## src/rtl/sqfl_params.svh

```systemverilog
// Constants of the supply sequencer fault logic.
// Assumes a 100 MHz MCLK; included by bare name.
`ifndef SQFL_PARAMS_SVH
`define SQFL_PARAMS_SVH
`define SQFL_CLK_MHZ 100
`define SQFL_SAMPLE_US 20
`define SQFL_SAMPLE_CYC (`SQFL_SAMPLE_US * `SQFL_CLK_MHZ)
`define SQFL_FAST_US 1
`define SQFL_FAST_CYC (`SQFL_FAST_US * `SQFL_CLK_MHZ)
`define SQFL_STEP_CYC 16
`define SQFL_CHANNELS 4
`endif

```

## src/rtl/sqfl_pkg.sv

```systemverilog
// Types of the supply sequencer fault logic.
// Assumes nothing beyond the parameter header.
package sqfl_pkg;
    typedef enum logic [2:0] {
        SQFL_IDLE = 3'b000,
        SQFL_UP = 3'b001,
        SQFL_ON = 3'b010,
        SQFL_DOWN = 3'b011,
        SQFL_FAULT = 3'b100
    } sqfl_state_t;
endpackage

```

## src/rtl/sqfl_sync.sv

```systemverilog
// Three-flop input synchroniser with agreement of stages two and three.
// Assumes an asynchronous pin level at din.
`timescale 1ns/1ps
module sqfl_sync #(
    parameter int W = 1
) (
    input wire logic clk,
    input wire logic rst_n,
    input wire logic [W-1:0] din,
    output logic [W-1:0] dout
);
    logic [W-1:0] s1_r, s2_r, s3_r, out_r;
    logic [W-1:0] out_nxt;
    always_comb begin
        out_nxt = out_r;
        for (int i = 0; i < W; i++) begin
            if (s2_r[i] == s3_r[i]) begin
                out_nxt[i] = s3_r[i];
            end
        end
    end
    always_ff @(posedge clk or negedge rst_n) begin
        if (!rst_n) begin
            s1_r <= '0;
            s2_r <= '0;
            s3_r <= '0;
            out_r <= '0;
        end else begin
            s1_r <= din;
            s2_r <= s1_r;
            s3_r <= s2_r;
            out_r <= out_nxt;
        end
    end
    assign dout = out_r;
endmodule

```

## src/rtl/sqfl_filter.sv

```systemverilog
// Per-channel persistence counter: output rises after LEN cycles of input high.
// Assumes a synchronised input on the same clock.
`timescale 1ns/1ps
module sqfl_filter #(
    parameter int LEN = 100
) (
    input wire logic clk,
    input wire logic rst_n,
    input wire logic din,
    output logic hit
);
    logic [15:0] cnt_r, cnt_nxt;
    logic hit_r, hit_nxt;
    always_comb begin
        cnt_nxt = din ? cnt_r + 16'h0001 : 16'h0000;
        hit_nxt = 1'b0;
        if (din && cnt_r >= 16'(LEN - 1)) begin
            cnt_nxt = cnt_r;
            hit_nxt = 1'b1;
        end
    end
    always_ff @(posedge clk or negedge rst_n) begin
        if (!rst_n) begin
            cnt_r <= 16'h0000;
            hit_r <= 1'b0;
        end else begin
            cnt_r <= cnt_nxt;
            hit_r <= hit_nxt;
        end
    end
    assign hit = hit_r;
endmodule

```

## src/rtl/sqfl_core.sv

```systemverilog
// Fault detection and handling of a four-channel supply sequencer.
// Assumes comparator outputs as digital pins; pins sync'd inside.
`timescale 1ns/1ps
`include "sqfl_params.svh"
module sqfl_core
    import sqfl_pkg::*;
#(
    parameter int CH = `SQFL_CHANNELS,
    parameter int SAMPLE_CYC = `SQFL_SAMPLE_CYC,
    parameter int FAST_CYC = `SQFL_FAST_CYC,
    parameter int STEP_CYC = `SQFL_STEP_CYC
) (
    input wire logic MCLK,
    input wire logic RST_N,
    input wire logic RAIL_REQUEST,
    input wire logic [3:0] SUPPLY_SENSE,
    input wire logic [3:0] SENSE_FAST_LOW,
    input wire logic WATCHDOG_OVER,
    input wire logic WATCHDOG_GROUNDED,
    input wire logic SHARED_ERROR_IN,
    output logic SHARED_ERROR_OE,
    output logic SHARED_ERROR_OUT,
    output logic [3:0] RAIL_ENABLE,
    output logic SEQ_COMPLETE_N,
    output logic DELAY_TIMER_OUT,
    output logic DELAY_TIMER_OE
);
    logic req_s, wdg_s, wdg_gnd_s, err_low_s;
    logic [3:0] sense_s, fast_s, fast_hit;
    sqfl_sync #(.W(11)) u_sync (
        .clk(MCLK),
        .rst_n(RST_N),
        // Fault line enters inverted so that the reset value means line released
        .din({RAIL_REQUEST, WATCHDOG_OVER, WATCHDOG_GROUNDED, ~SHARED_ERROR_IN, SUPPLY_SENSE, SENSE_FAST_LOW[2:0]}),
        .dout({req_s, wdg_s, wdg_gnd_s, err_low_s, sense_s, fast_s[2:0]})
    );
    logic fast3_s;
    sqfl_sync #(.W(1)) u_sync_f3 (
        .clk(MCLK),
        .rst_n(RST_N),
        .din(SENSE_FAST_LOW[3]),
        .dout(fast3_s)
    );
    assign fast_s[3] = fast3_s;
    genvar g;
    generate
        for (g = 0; g < 4; g++) begin : g_fast
            sqfl_filter #(.LEN(FAST_CYC / 4)) u_filt (
                .clk(MCLK),
                .rst_n(RST_N),
                .din(fast_s[g] & RAIL_ENABLE[g]),
                .hit(fast_hit[g])
            );
        end
    endgenerate
    sqfl_state_t st_r, st_nxt;
    logic [3:0] en_r, en_nxt;
    logic [3:0] expect_r, expect_nxt;
    logic [2:0] idx_r, idx_nxt;
    logic [15:0] step_r, step_nxt;
    logic [15:0] smp_r, smp_nxt;
    logic done_r, done_nxt;
    logic ext_r, ext_nxt;
    logic err_oe_r, err_oe_nxt;
    logic tmr_oe_r, tmr_oe_nxt, tmr_out_r, tmr_out_nxt;
    logic hold_r, hold_nxt;
    logic seq_n_r;
    logic sample_tick, seq_err, req_err, wdg_err, int_fault, ext_fault, fault_quiet, clear_ok;
    always_comb begin
        sample_tick = (smp_r == 16'(SAMPLE_CYC - 1));
        smp_nxt = sample_tick ? 16'h0000 : smp_r + 16'h0001;
        seq_err = (sample_tick && |(expect_r & ~sense_s)) || |(expect_r & fast_hit);
        req_err = (st_r == SQFL_UP && !req_s) || (st_r == SQFL_DOWN && req_s);
        wdg_err = (st_r == SQFL_UP) && wdg_s && !wdg_gnd_s;
        int_fault = seq_err || req_err || wdg_err;
        ext_fault = err_low_s && !err_oe_r;
        fault_quiet = (sense_s == 4'h0) && !req_s;
        // Own pull is released first; the line must then be seen free before the clear
        clear_ok = fault_quiet && !err_oe_r && !err_low_s;
    end
    always_comb begin
        st_nxt = st_r;
        en_nxt = en_r;
        expect_nxt = expect_r;
        idx_nxt = idx_r;
        step_nxt = (step_r != 16'h0000) ? step_r - 16'h0001 : 16'h0000;
        done_nxt = done_r;
        ext_nxt = ext_r;
        err_oe_nxt = err_oe_r;
        hold_nxt = hold_r;
        unique case (st_r)
            SQFL_IDLE: begin
                if (req_s) begin
                    st_nxt = SQFL_UP;
                    idx_nxt = 3'h0;
                    en_nxt = 4'h1;
                end
            end
            SQFL_UP: begin
                if (sense_s[idx_r[1:0]] && en_r[idx_r[1:0]]) begin
                    expect_nxt[idx_r[1:0]] = 1'b1;
                    if (idx_r == 3'h3) begin
                        st_nxt = SQFL_ON;
                        done_nxt = 1'b1;
                    end else if (step_r == 16'h0000) begin
                        step_nxt = 16'(STEP_CYC);
                        idx_nxt = idx_r + 3'h1;
                    end
                end
                if (idx_r != 3'h0 && !en_r[idx_r[1:0]] && step_r == 16'h0001) begin
                    en_nxt[idx_r[1:0]] = 1'b1;
                end
            end
            SQFL_ON: begin
                if (!req_s) begin
                    st_nxt = SQFL_DOWN;
                    idx_nxt = 3'h3;
                    en_nxt[3] = 1'b0;
                    expect_nxt[3] = 1'b0;
                end
            end
            SQFL_DOWN: begin
                if (!sense_s[idx_r[1:0]] && step_r == 16'h0000) begin
                    if (idx_r == 3'h0) begin
                        st_nxt = SQFL_IDLE;
                        done_nxt = 1'b0;
                    end else begin
                        idx_nxt = idx_r - 3'h1;
                        step_nxt = 16'(STEP_CYC);
                    end
                end
                if (step_r == 16'h0001) begin
                    en_nxt[idx_r[1:0]] = 1'b0;
                    expect_nxt[idx_r[1:0]] = 1'b0;
                end
            end
            SQFL_FAULT: begin
                err_oe_nxt = !fault_quiet;
                if (clear_ok) begin
                    st_nxt = SQFL_IDLE;
                    ext_nxt = 1'b0;
                end
            end
            default: st_nxt = SQFL_FAULT;
        endcase
        if (st_r != SQFL_FAULT && (int_fault || ext_fault)) begin
            st_nxt = SQFL_FAULT;
            en_nxt = 4'h0;
            expect_nxt = 4'h0;
            done_nxt = 1'b0;
            err_oe_nxt = 1'b1;
            ext_nxt = !int_fault;
            hold_nxt = req_s;
        end
        if (hold_r && !req_s) begin
            hold_nxt = 1'b0;
        end
    end
    always_comb begin
        tmr_oe_nxt = 1'b0;
        tmr_out_nxt = 1'b0;
        if (st_r == SQFL_FAULT || hold_r) begin
            tmr_oe_nxt = 1'b1;
            tmr_out_nxt = !ext_r;
        end
    end
    always_ff @(posedge MCLK or negedge RST_N) begin
        if (!RST_N) begin
            st_r <= SQFL_IDLE;
            en_r <= 4'h0;
            expect_r <= 4'h0;
            idx_r <= 3'h0;
            step_r <= 16'h0000;
            smp_r <= 16'h0000;
            done_r <= 1'b0;
            seq_n_r <= 1'b1;
            ext_r <= 1'b0;
            err_oe_r <= 1'b0;
            hold_r <= 1'b0;
            tmr_oe_r <= 1'b0;
            tmr_out_r <= 1'b0;
        end else begin
            st_r <= st_nxt;
            en_r <= en_nxt;
            expect_r <= expect_nxt;
            idx_r <= idx_nxt;
            step_r <= step_nxt;
            smp_r <= smp_nxt;
            done_r <= done_nxt;
            seq_n_r <= !done_nxt;
            ext_r <= ext_nxt;
            err_oe_r <= err_oe_nxt;
            hold_r <= hold_nxt;
            tmr_oe_r <= tmr_oe_nxt;
            tmr_out_r <= tmr_out_nxt;
        end
    end
    assign RAIL_ENABLE = en_r;
    assign SHARED_ERROR_OE = err_oe_r;
    assign SHARED_ERROR_OUT = 1'b0;
    assign SEQ_COMPLETE_N = seq_n_r;
    assign DELAY_TIMER_OE = tmr_oe_r;
    assign DELAY_TIMER_OUT = tmr_out_r;

    chk_fault_drops_rails: assert property (@(posedge MCLK) disable iff (!RST_N)
        (st_r != SQFL_FAULT && st_nxt == SQFL_FAULT) |=> (RAIL_ENABLE == 4'h0))
        else $error("Rails not dropped on fault");
    chk_fault_pulls_line: assert property (@(posedge MCLK) disable iff (!RST_N)
        (st_r == SQFL_FAULT && !fault_quiet) |=> SHARED_ERROR_OE)
        else $error("Error line not pulled in fault");
    chk_entry_pulls_line: assert property (@(posedge MCLK) disable iff (!RST_N)
        (st_r != SQFL_FAULT && st_nxt == SQFL_FAULT) |=> SHARED_ERROR_OE)
        else $error("Error line not pulled on fault entry");
    chk_clear_needs_quiet: assert property (@(posedge MCLK) disable iff (!RST_N)
        (st_r == SQFL_FAULT && st_nxt == SQFL_IDLE) |-> (sense_s == 4'h0 && !req_s && !err_low_s))
        else $error("Fault cleared without quiet inputs");
    chk_ext_indicator: assert property (@(posedge MCLK) disable iff (!RST_N)
        (st_r == SQFL_FAULT && ext_r) |=> (DELAY_TIMER_OE && !DELAY_TIMER_OUT))
        else $error("External indicator wrong");
    chk_int_indicator: assert property (@(posedge MCLK) disable iff (!RST_N)
        (st_r == SQFL_FAULT && !ext_r) |=> (DELAY_TIMER_OE && DELAY_TIMER_OUT))
        else $error("Internal indicator wrong");
    chk_early_drop: assert property (@(posedge MCLK) disable iff (!RST_N)
        (st_r == SQFL_UP && !req_s) |=> (st_r == SQFL_FAULT) ##1 (RAIL_ENABLE == 4'h0))
        else $error("Early request drop not faulted");
    chk_early_rise: assert property (@(posedge MCLK) disable iff (!RST_N)
        (st_r == SQFL_DOWN && req_s) |=> (st_r == SQFL_FAULT))
        else $error("Early request rise not faulted");
    chk_watchdog_gate: assert property (@(posedge MCLK) disable iff (!RST_N)
        (st_r == SQFL_UP && wdg_s && !wdg_gnd_s) |=> (st_r == SQFL_FAULT && !ext_r))
        else $error("Watchdog timeout missed");
    chk_done_on_last: assert property (@(posedge MCLK) disable iff (!RST_N)
        $fell(SEQ_COMPLETE_N) |-> ($past(st_r) == SQFL_UP && RAIL_ENABLE == 4'hF))
        else $error("Completion without all rails");
endmodule

```

## config.mk

```make
export PLATFORM = sky130hd
export DESIGN_NAME = sqfl_core
export DESIGN_NICKNAME = d
export VERILOG_FILES = /design/src/rtl/sqfl_pkg.sv /design/src/rtl/sqfl_sync.sv /design/src/rtl/sqfl_filter.sv /design/src/rtl/sqfl_core.sv
export VERILOG_INCLUDE_DIRS = /design/src /design/src/rtl
export SDC_FILE = /design/constraint.sdc
export NUM_CORES = 1
export LEC_CHECK = 0
export ABC_AREA = 0
export BUFFER_PORTS_ARGS = -buffer_cell sky130_fd_sc_hd__buf_2
export CAP_MARGIN = 20
export CORE_ASPECT_RATIO = 0.5
export CORE_MARGIN = 3
export CORE_UTILIZATION = 65
export DETAILED_ROUTE_END_ITERATION = 8
export PLACE_DENSITY = 0.83
export SYNTH_ARGS = -nofsm -noshare
export SYNTH_HDL_FRONTEND = slang
export SYNTH_HIERARCHICAL = 1
export SYNTH_SLANG_ARGS = --single-unit
```

## constraint.sdc

```tcl
create_clock -name MCLK -period 5.6 [get_ports MCLK]
set_input_delay 0.56 -clock MCLK [delete_from_list [all_inputs] [get_ports MCLK]]
set_output_delay 0.56 -clock MCLK [all_outputs]
set_load 0.01 [all_outputs]
```

# Word-level counts from Yosys, hierarchy flattened
# Index checks and enable logic that the tools add are counted.
dict set report classes {
  n_addsub 8
  n_bitwise 13
  n_reduce_logical 59
  magnitude_cmp 6
  eq_ne 36
  mux 65
}
# cell n
set op_table {}
lappend op_table {{16-bit 2-to-1 mux} 11}
lappend op_table {{16-bit by 1-bit adder with 16-bit output (second input constant)} 5}
lappend op_table {{16-bit by 5-bit greater-or-equal comparator with 1-bit output (second input constant)} 4}
lappend op_table {{3-bit 2-to-1 mux} 14}
lappend op_table {{16-bit one-hot mux with 2 select lines} 1}
lappend op_table {{4-bit 2-to-1 mux} 7}
lappend op_table {{1-bit 2-to-1 mux} 22}
lappend op_table {{1-bit logical AND} 20}
lappend op_table {{3-bit by 1-bit inequality test with 1-bit output (second input constant)} 6}
lappend op_table {{4-bit AND} 4}
lappend op_table {{16-bit by 1-bit equality test with 1-bit output (second input constant)} 1}
lappend op_table {{16-bit by 11-bit equality test with 1-bit output (second input constant)} 1}
lappend op_table {{16-bit logical NOT} 1}
lappend op_table {{16-bit nonzero test} 1}
lappend op_table {{16-bit by 1-bit subtractor with 16-bit output (second input constant)} 1}
lappend op_table {{3-bit one-hot mux with 5 select lines} 1}
lappend op_table {{1-bit equality test} 12}
lappend op_table {{3-bit one-hot mux with 4 select lines} 1}
lappend op_table {{4-bit nonzero test} 3}
lappend op_table {{1-bit logical NOT} 10}
lappend op_table {{3-bit by 2-bit equality test with 1-bit output (second input constant)} 3}
lappend op_table {{3-bit inequality test (second input constant)} 3}
lappend op_table {{3-bit one-hot mux with 3 select lines} 1}
lappend op_table {{2-bit by 1-bit inequality test with 1-bit output (second input constant)} 4}
lappend op_table {{31 further kinds} 50}
dict set report totals {
  register_bits 169
  word_cells 228
  out_inout_bits 9
  input_bits 14
}

# Logic depth before layout (Yosys ltp)
dict set report logic_depth {
  depth_word 11
  mapped_depth 8
  depth_no_buf 8
}

# By module
# The synthesis kept the hierarchy.
# mod area_each_um2 seq_area_each_um2 cells_each instances
set modules_own_cells {}
lappend modules_own_cells {sqfl_core 2994.1 1327.5 328 1}
lappend modules_own_cells {{sqfl_filter at g_fast[0].u_filt ...} 681.9 425.4 55 3}
lappend modules_own_cells {{sqfl_sync at u_sync} 1224.9 1101.1 55 1}
lappend modules_own_cells {{sqfl_filter at g_fast[3].u_filt} 689.4 425.4 56 1}
lappend modules_own_cells {{sqfl_sync at u_sync_f3} 111.4 100.1 5 1}

# Worst setup path before layout
# OpenSTA, ideal clock, no wires.
dict set report synth_path {
  path_type {reg-to-reg}
  startpoint {reg st_r[1]}
  endpoint {reg idx_r[2]}
  stages_incl_launch_ff 9
  t_arrival_ps 2099
  setup_time_ps 87
  n_path_buf 2
  setup_slack_ps 3414
  period_less_slack_ps 2186
  t_required_ps 5513
  path_cell_list {dfrtp_1 clkbuf_1 buf_1 nand2_1 fa_1 nor3_1 a21oi_1 or3_1 o211ai_1}
}
dict set report synth_via {
  elab_chain_len 3
  word_cells_on_any_way 14
  cone_classes {eq/ne: 10; mux: 1; reduce/logical: 3}
}
# element line_no
set synth_lines {}
lappend synth_lines {{from (decl)} sqfl_core.sv:56} ;# sqfl_state_t st_r, st_nxt;
lappend synth_lines {{from (signal assigned)} sqfl_core.sv:183} ;# st_r <= st_nxt;
lappend synth_lines {{3-bit by 2-bit equality test with 1-bit output (tied with other cells)} sqfl_core.sv:91} ;# unique case (st_r)
lappend synth_lines {{2-bit inequality test (no source line) (tied with other cells)} -}
lappend synth_lines {{8-bit AND reduction (no source line)} -}
lappend synth_lines {{to (signal assigned)} sqfl_core.sv:186} ;# idx_r <= idx_nxt;
lappend synth_lines {{to (decl)} sqfl_core.sv:59} ;# logic [2:0] idx_r, idx_nxt;
# Parallel ways exist; a longest one is shown, timed or not.
# A chain may end at the register's enable or synchronous reset.

# Final worst setup path
dict set report layout_path {
  startpoint {reg st_r[0]}
  endpoint {reg idx_r[2]}
}
# The elaborated chain is that of the path after synthesis.

==> results by group <==
Yosys
  • Synth Instances: 609
  • Mean Syn Cell Area: 11.6 um^2
  • Yosys cell types: 66
  • Post-synth top area cell: dfrtp_1
  • Number of enable flip-flop cells after synthesis: 0
  • Syn_nets: 636
  • Ys flop type: dfrtp_1
  • Sequential fraction of the synthesis area: 59.9%
  • Top cells by area, synth: dfrtp_1 60%, and2_1 3.9%, nor2_1 2.6%
  • Synth top area share: 59.5%
  • Synthesized cell area: 0.00707 mm^2
  • #FFs+latches synth: 169
  • Async SR Flop Fraction: 100%
  • Warnings from Yosys: 6

Setup path
  • Kind of critical path: flip-flop to flip-flop
  • CP cell instances: nor2b_1 -> nand2_1 -> fa_1 -> nor3_1 -> a21oi_1 -> or3_1 -> o211ai_1
  • Critical path fanouts, max: 20
  • Critical Path RT: 5.93 ns
  • Worst setup EP type: flip-flop
  • Slowest cell on crit path: dfrtp_1
  • Buffer and inverter count on the worst path: 0
  • Critical path arrival: 3.14 ns
  • CP startpoint kind: flip-flop
  • Slowest cell delay on critical path: 0.70 ns
  • CP top delay family: simple AND/OR/NAND/NOR gates

Final layout
  • Commonest non-fill, non-tap cell in the layout: dfrtp_1
  • Fin area: 0.00788 mm^2
  • Share of cells above drive strength 1: 15.0%
  • Final core utilization: 75.7%
  • Most frequent cells in the layout: 168 x dfrtp_1, 49 x nor2_1, 44 x and2_1, 32 x nand2_1, 30 x inv_1
  • Fin nets: 662
  • Area of the multi-input gates: 0.00265 mm^2
  • Area Growth Syn to Fin: 11.6%
  • Antenna cells: 0
  • Fill count: 647
  • Register area: 0.00423 mm^2

Floorplanning
  • Core area: 0.0104 mm^2
  • Die ar.: 0.0122 mm^2
  • Top Ports: 23
  • DIE WIDTH: 153 um
  • Die H: 79.7 um
  • Cell Rows: 26
  • Initial cell density of the core: 67.9%

Detailed routing
  • DR vias/cell: 5.90
  • WL/cell: 17.2 um
  • Final wirelength: 13,600 um
  • Number of iterations in the first detailed-routing pass: 5
  • DRC viols: 0
  • Vias after detailed routing: 4,649
  • Routed Antenna Nets: 0
  • Initial DRC count: 406

Timing
  • Worst-Margin Slew: 0.984 ns
  • Post-route setup TNS: 0 ns
  • Final Cycle Share: 50.2%
  • Fmax: 356 MHz
  • Worst hold slack: 0.238 ns
  • Final Critical Period: 2.81 ns
  • Slew Limit Fails: 0
  • Setup violations, final: 0
  • Endpoints failing hold: 0
  • RSZ-0062 raised after global routing: false
  • Clk_skew: 0.0101 ns
  • Max-slew headroom: 33.9%

Place
  • Routability Congestion: 0.924
  • Post-DP HPWL: 8360 um
  • DP Area: 0.00730 mm^2
  • I/O Buffers: 21

Clocking
  • Cts bufs inserted: 17
  • H-Tree Depth: 4
  • Clk Latency, worst-skew pair: 0.42 ns
  • Root buffer cell: clkbuf_16
  • TritonCTS sink count: 169
  • Post_cts resized: 0
  • CTS Buffer Depth: 2
  • CTS tree: built
  • CTS Hold Bufs: 0
  • Setup Buffers After CTS: 0
  • CTS clk-pin slew, worst paths: 0.07 ns

Global route
  • First-pass GRT wire length: 23,000 um
  • GRT overflow: 0
  • Largest net degree at the start of global routing: 111
  • Initial antenna violation count: 0
  • Tot GR Track Use: 24.1%
  • Vias in the first global route: 4,778

Pwr
  • Pleak: 3.44 nW
  • Power Density: 379 mW/mm^2
  • Max rail drop VDD: 0.198 mV
  • Pwr Total: 2.99 mW

Min path
  • Min-Delay Path Class: input pin to asynchronous set/reset pin

Run status
  • Status: finished, final reports clean

Run
  • Max-cap violation count: 0
## metrics by stage
stage / instances / setup WS (ns)
final: 788 / 2.79
after global routing: 788 / 2.58
after CTS: 788 / 2.85
after detailed placement: 756 / 2.88
after global placement: 756 / 2.96
after floorplan: 609 / 3.41
## path summary, 6_finish.rpt
kind	from	endpoint	slack [ns]	cells after the start
setup / recovery	st_r[0]	idx_r[2]	2.79	7
hold / removal	RST_N	g_fast[1].u_filt/cnt_r[2]	0.24	1
setup reg to reg	st_r[0]	idx_r[2]	2.79	7
hold reg to reg	u_sync/s1_r[5]	u_sync/s2_r[5]	0.35	0
max in group asynchronous	RST_N	step_r[2]	4.08	2
min in group MCLK	SUPPLY_SENSE[3]	u_sync/s1_r[6]	0.24	1
## logic make-up (layout without fill, tap and decap cells)
logic type      Yosys count  in the layout  share of synthesized area, %
mux                       9              9                          1.65
buf+inv                  47             86                          2.67
fa+ha+maj                25             25                          4.32
flops                   169            169                          59.9
xor+xnor                 28             28                          3.47
other cells               1              1                        0.0531
compound gates           80             80                          7.30
simple gates            250            250                          20.7
## Yosys cell counts (7+ instances only)
| library cell | instances |
|---|---|
| nand2b_1 | 11 |
| nor4_1 | 8 |
| nor3_1 | 20 |
| or3_1 | 15 |
| xnor2_1 | 20 |
| a21oi_1 | 26 |
| nor2_1 | 49 |
| nand3_1 | 22 |
| and2_2 | 8 |
| o211ai_1 | 7 |
| o21ai_0 | 16 |
| clkbuf_1 | 11 |
| maj3_2 | 12 |
| nand2_1 | 32 |
| dfrtp_1 | 168 |
| inv_1 | 30 |
| xor2_1 | 8 |
| and2_1 | 44 |
| ha_1 | 12 |
## report_power, final
part           switching, mW  internal (mW)
sequential             0.119           1.32
combinational          0.235          0.157
clock                  0.524          0.630
## area by class of cell
type                    instances  share of cell area, %
flip-flops and latches        169                   53.7
multi-input cells             393                   33.6
clock buffers                  17                   5.40
well taps                     140                   2.22
clock inverters                15                   2.02
repair buffers                 23                   1.60
inverters                      31                   1.48
## flip-flops by register name, summed over array words and instances, names as in the netlist, 4 cells and up
signal,flops
smp_r,16
u_sync/s2_r,11
u_sync/s3_r,11
g_fast.u_filt/cnt_r,64
step_r,16
g_fast.u_filt/hit,4
expect_r,4
u_sync/dout,11
u_sync/s1_r,11
RAIL_ENABLE,4
## layer usage
metal / share of wire, % / vias to the layer above / GRT usage [%]
met5: 0 / - / 0
met4: 2.2 / 0 / 10.4
met3: 4.7 / 36 / 5.31
met2: 48 / 142 / 39.8
met1: 45 / 2319 / 31.4
li1: - / 2152 / -
(Power assumes the default switching activity.)
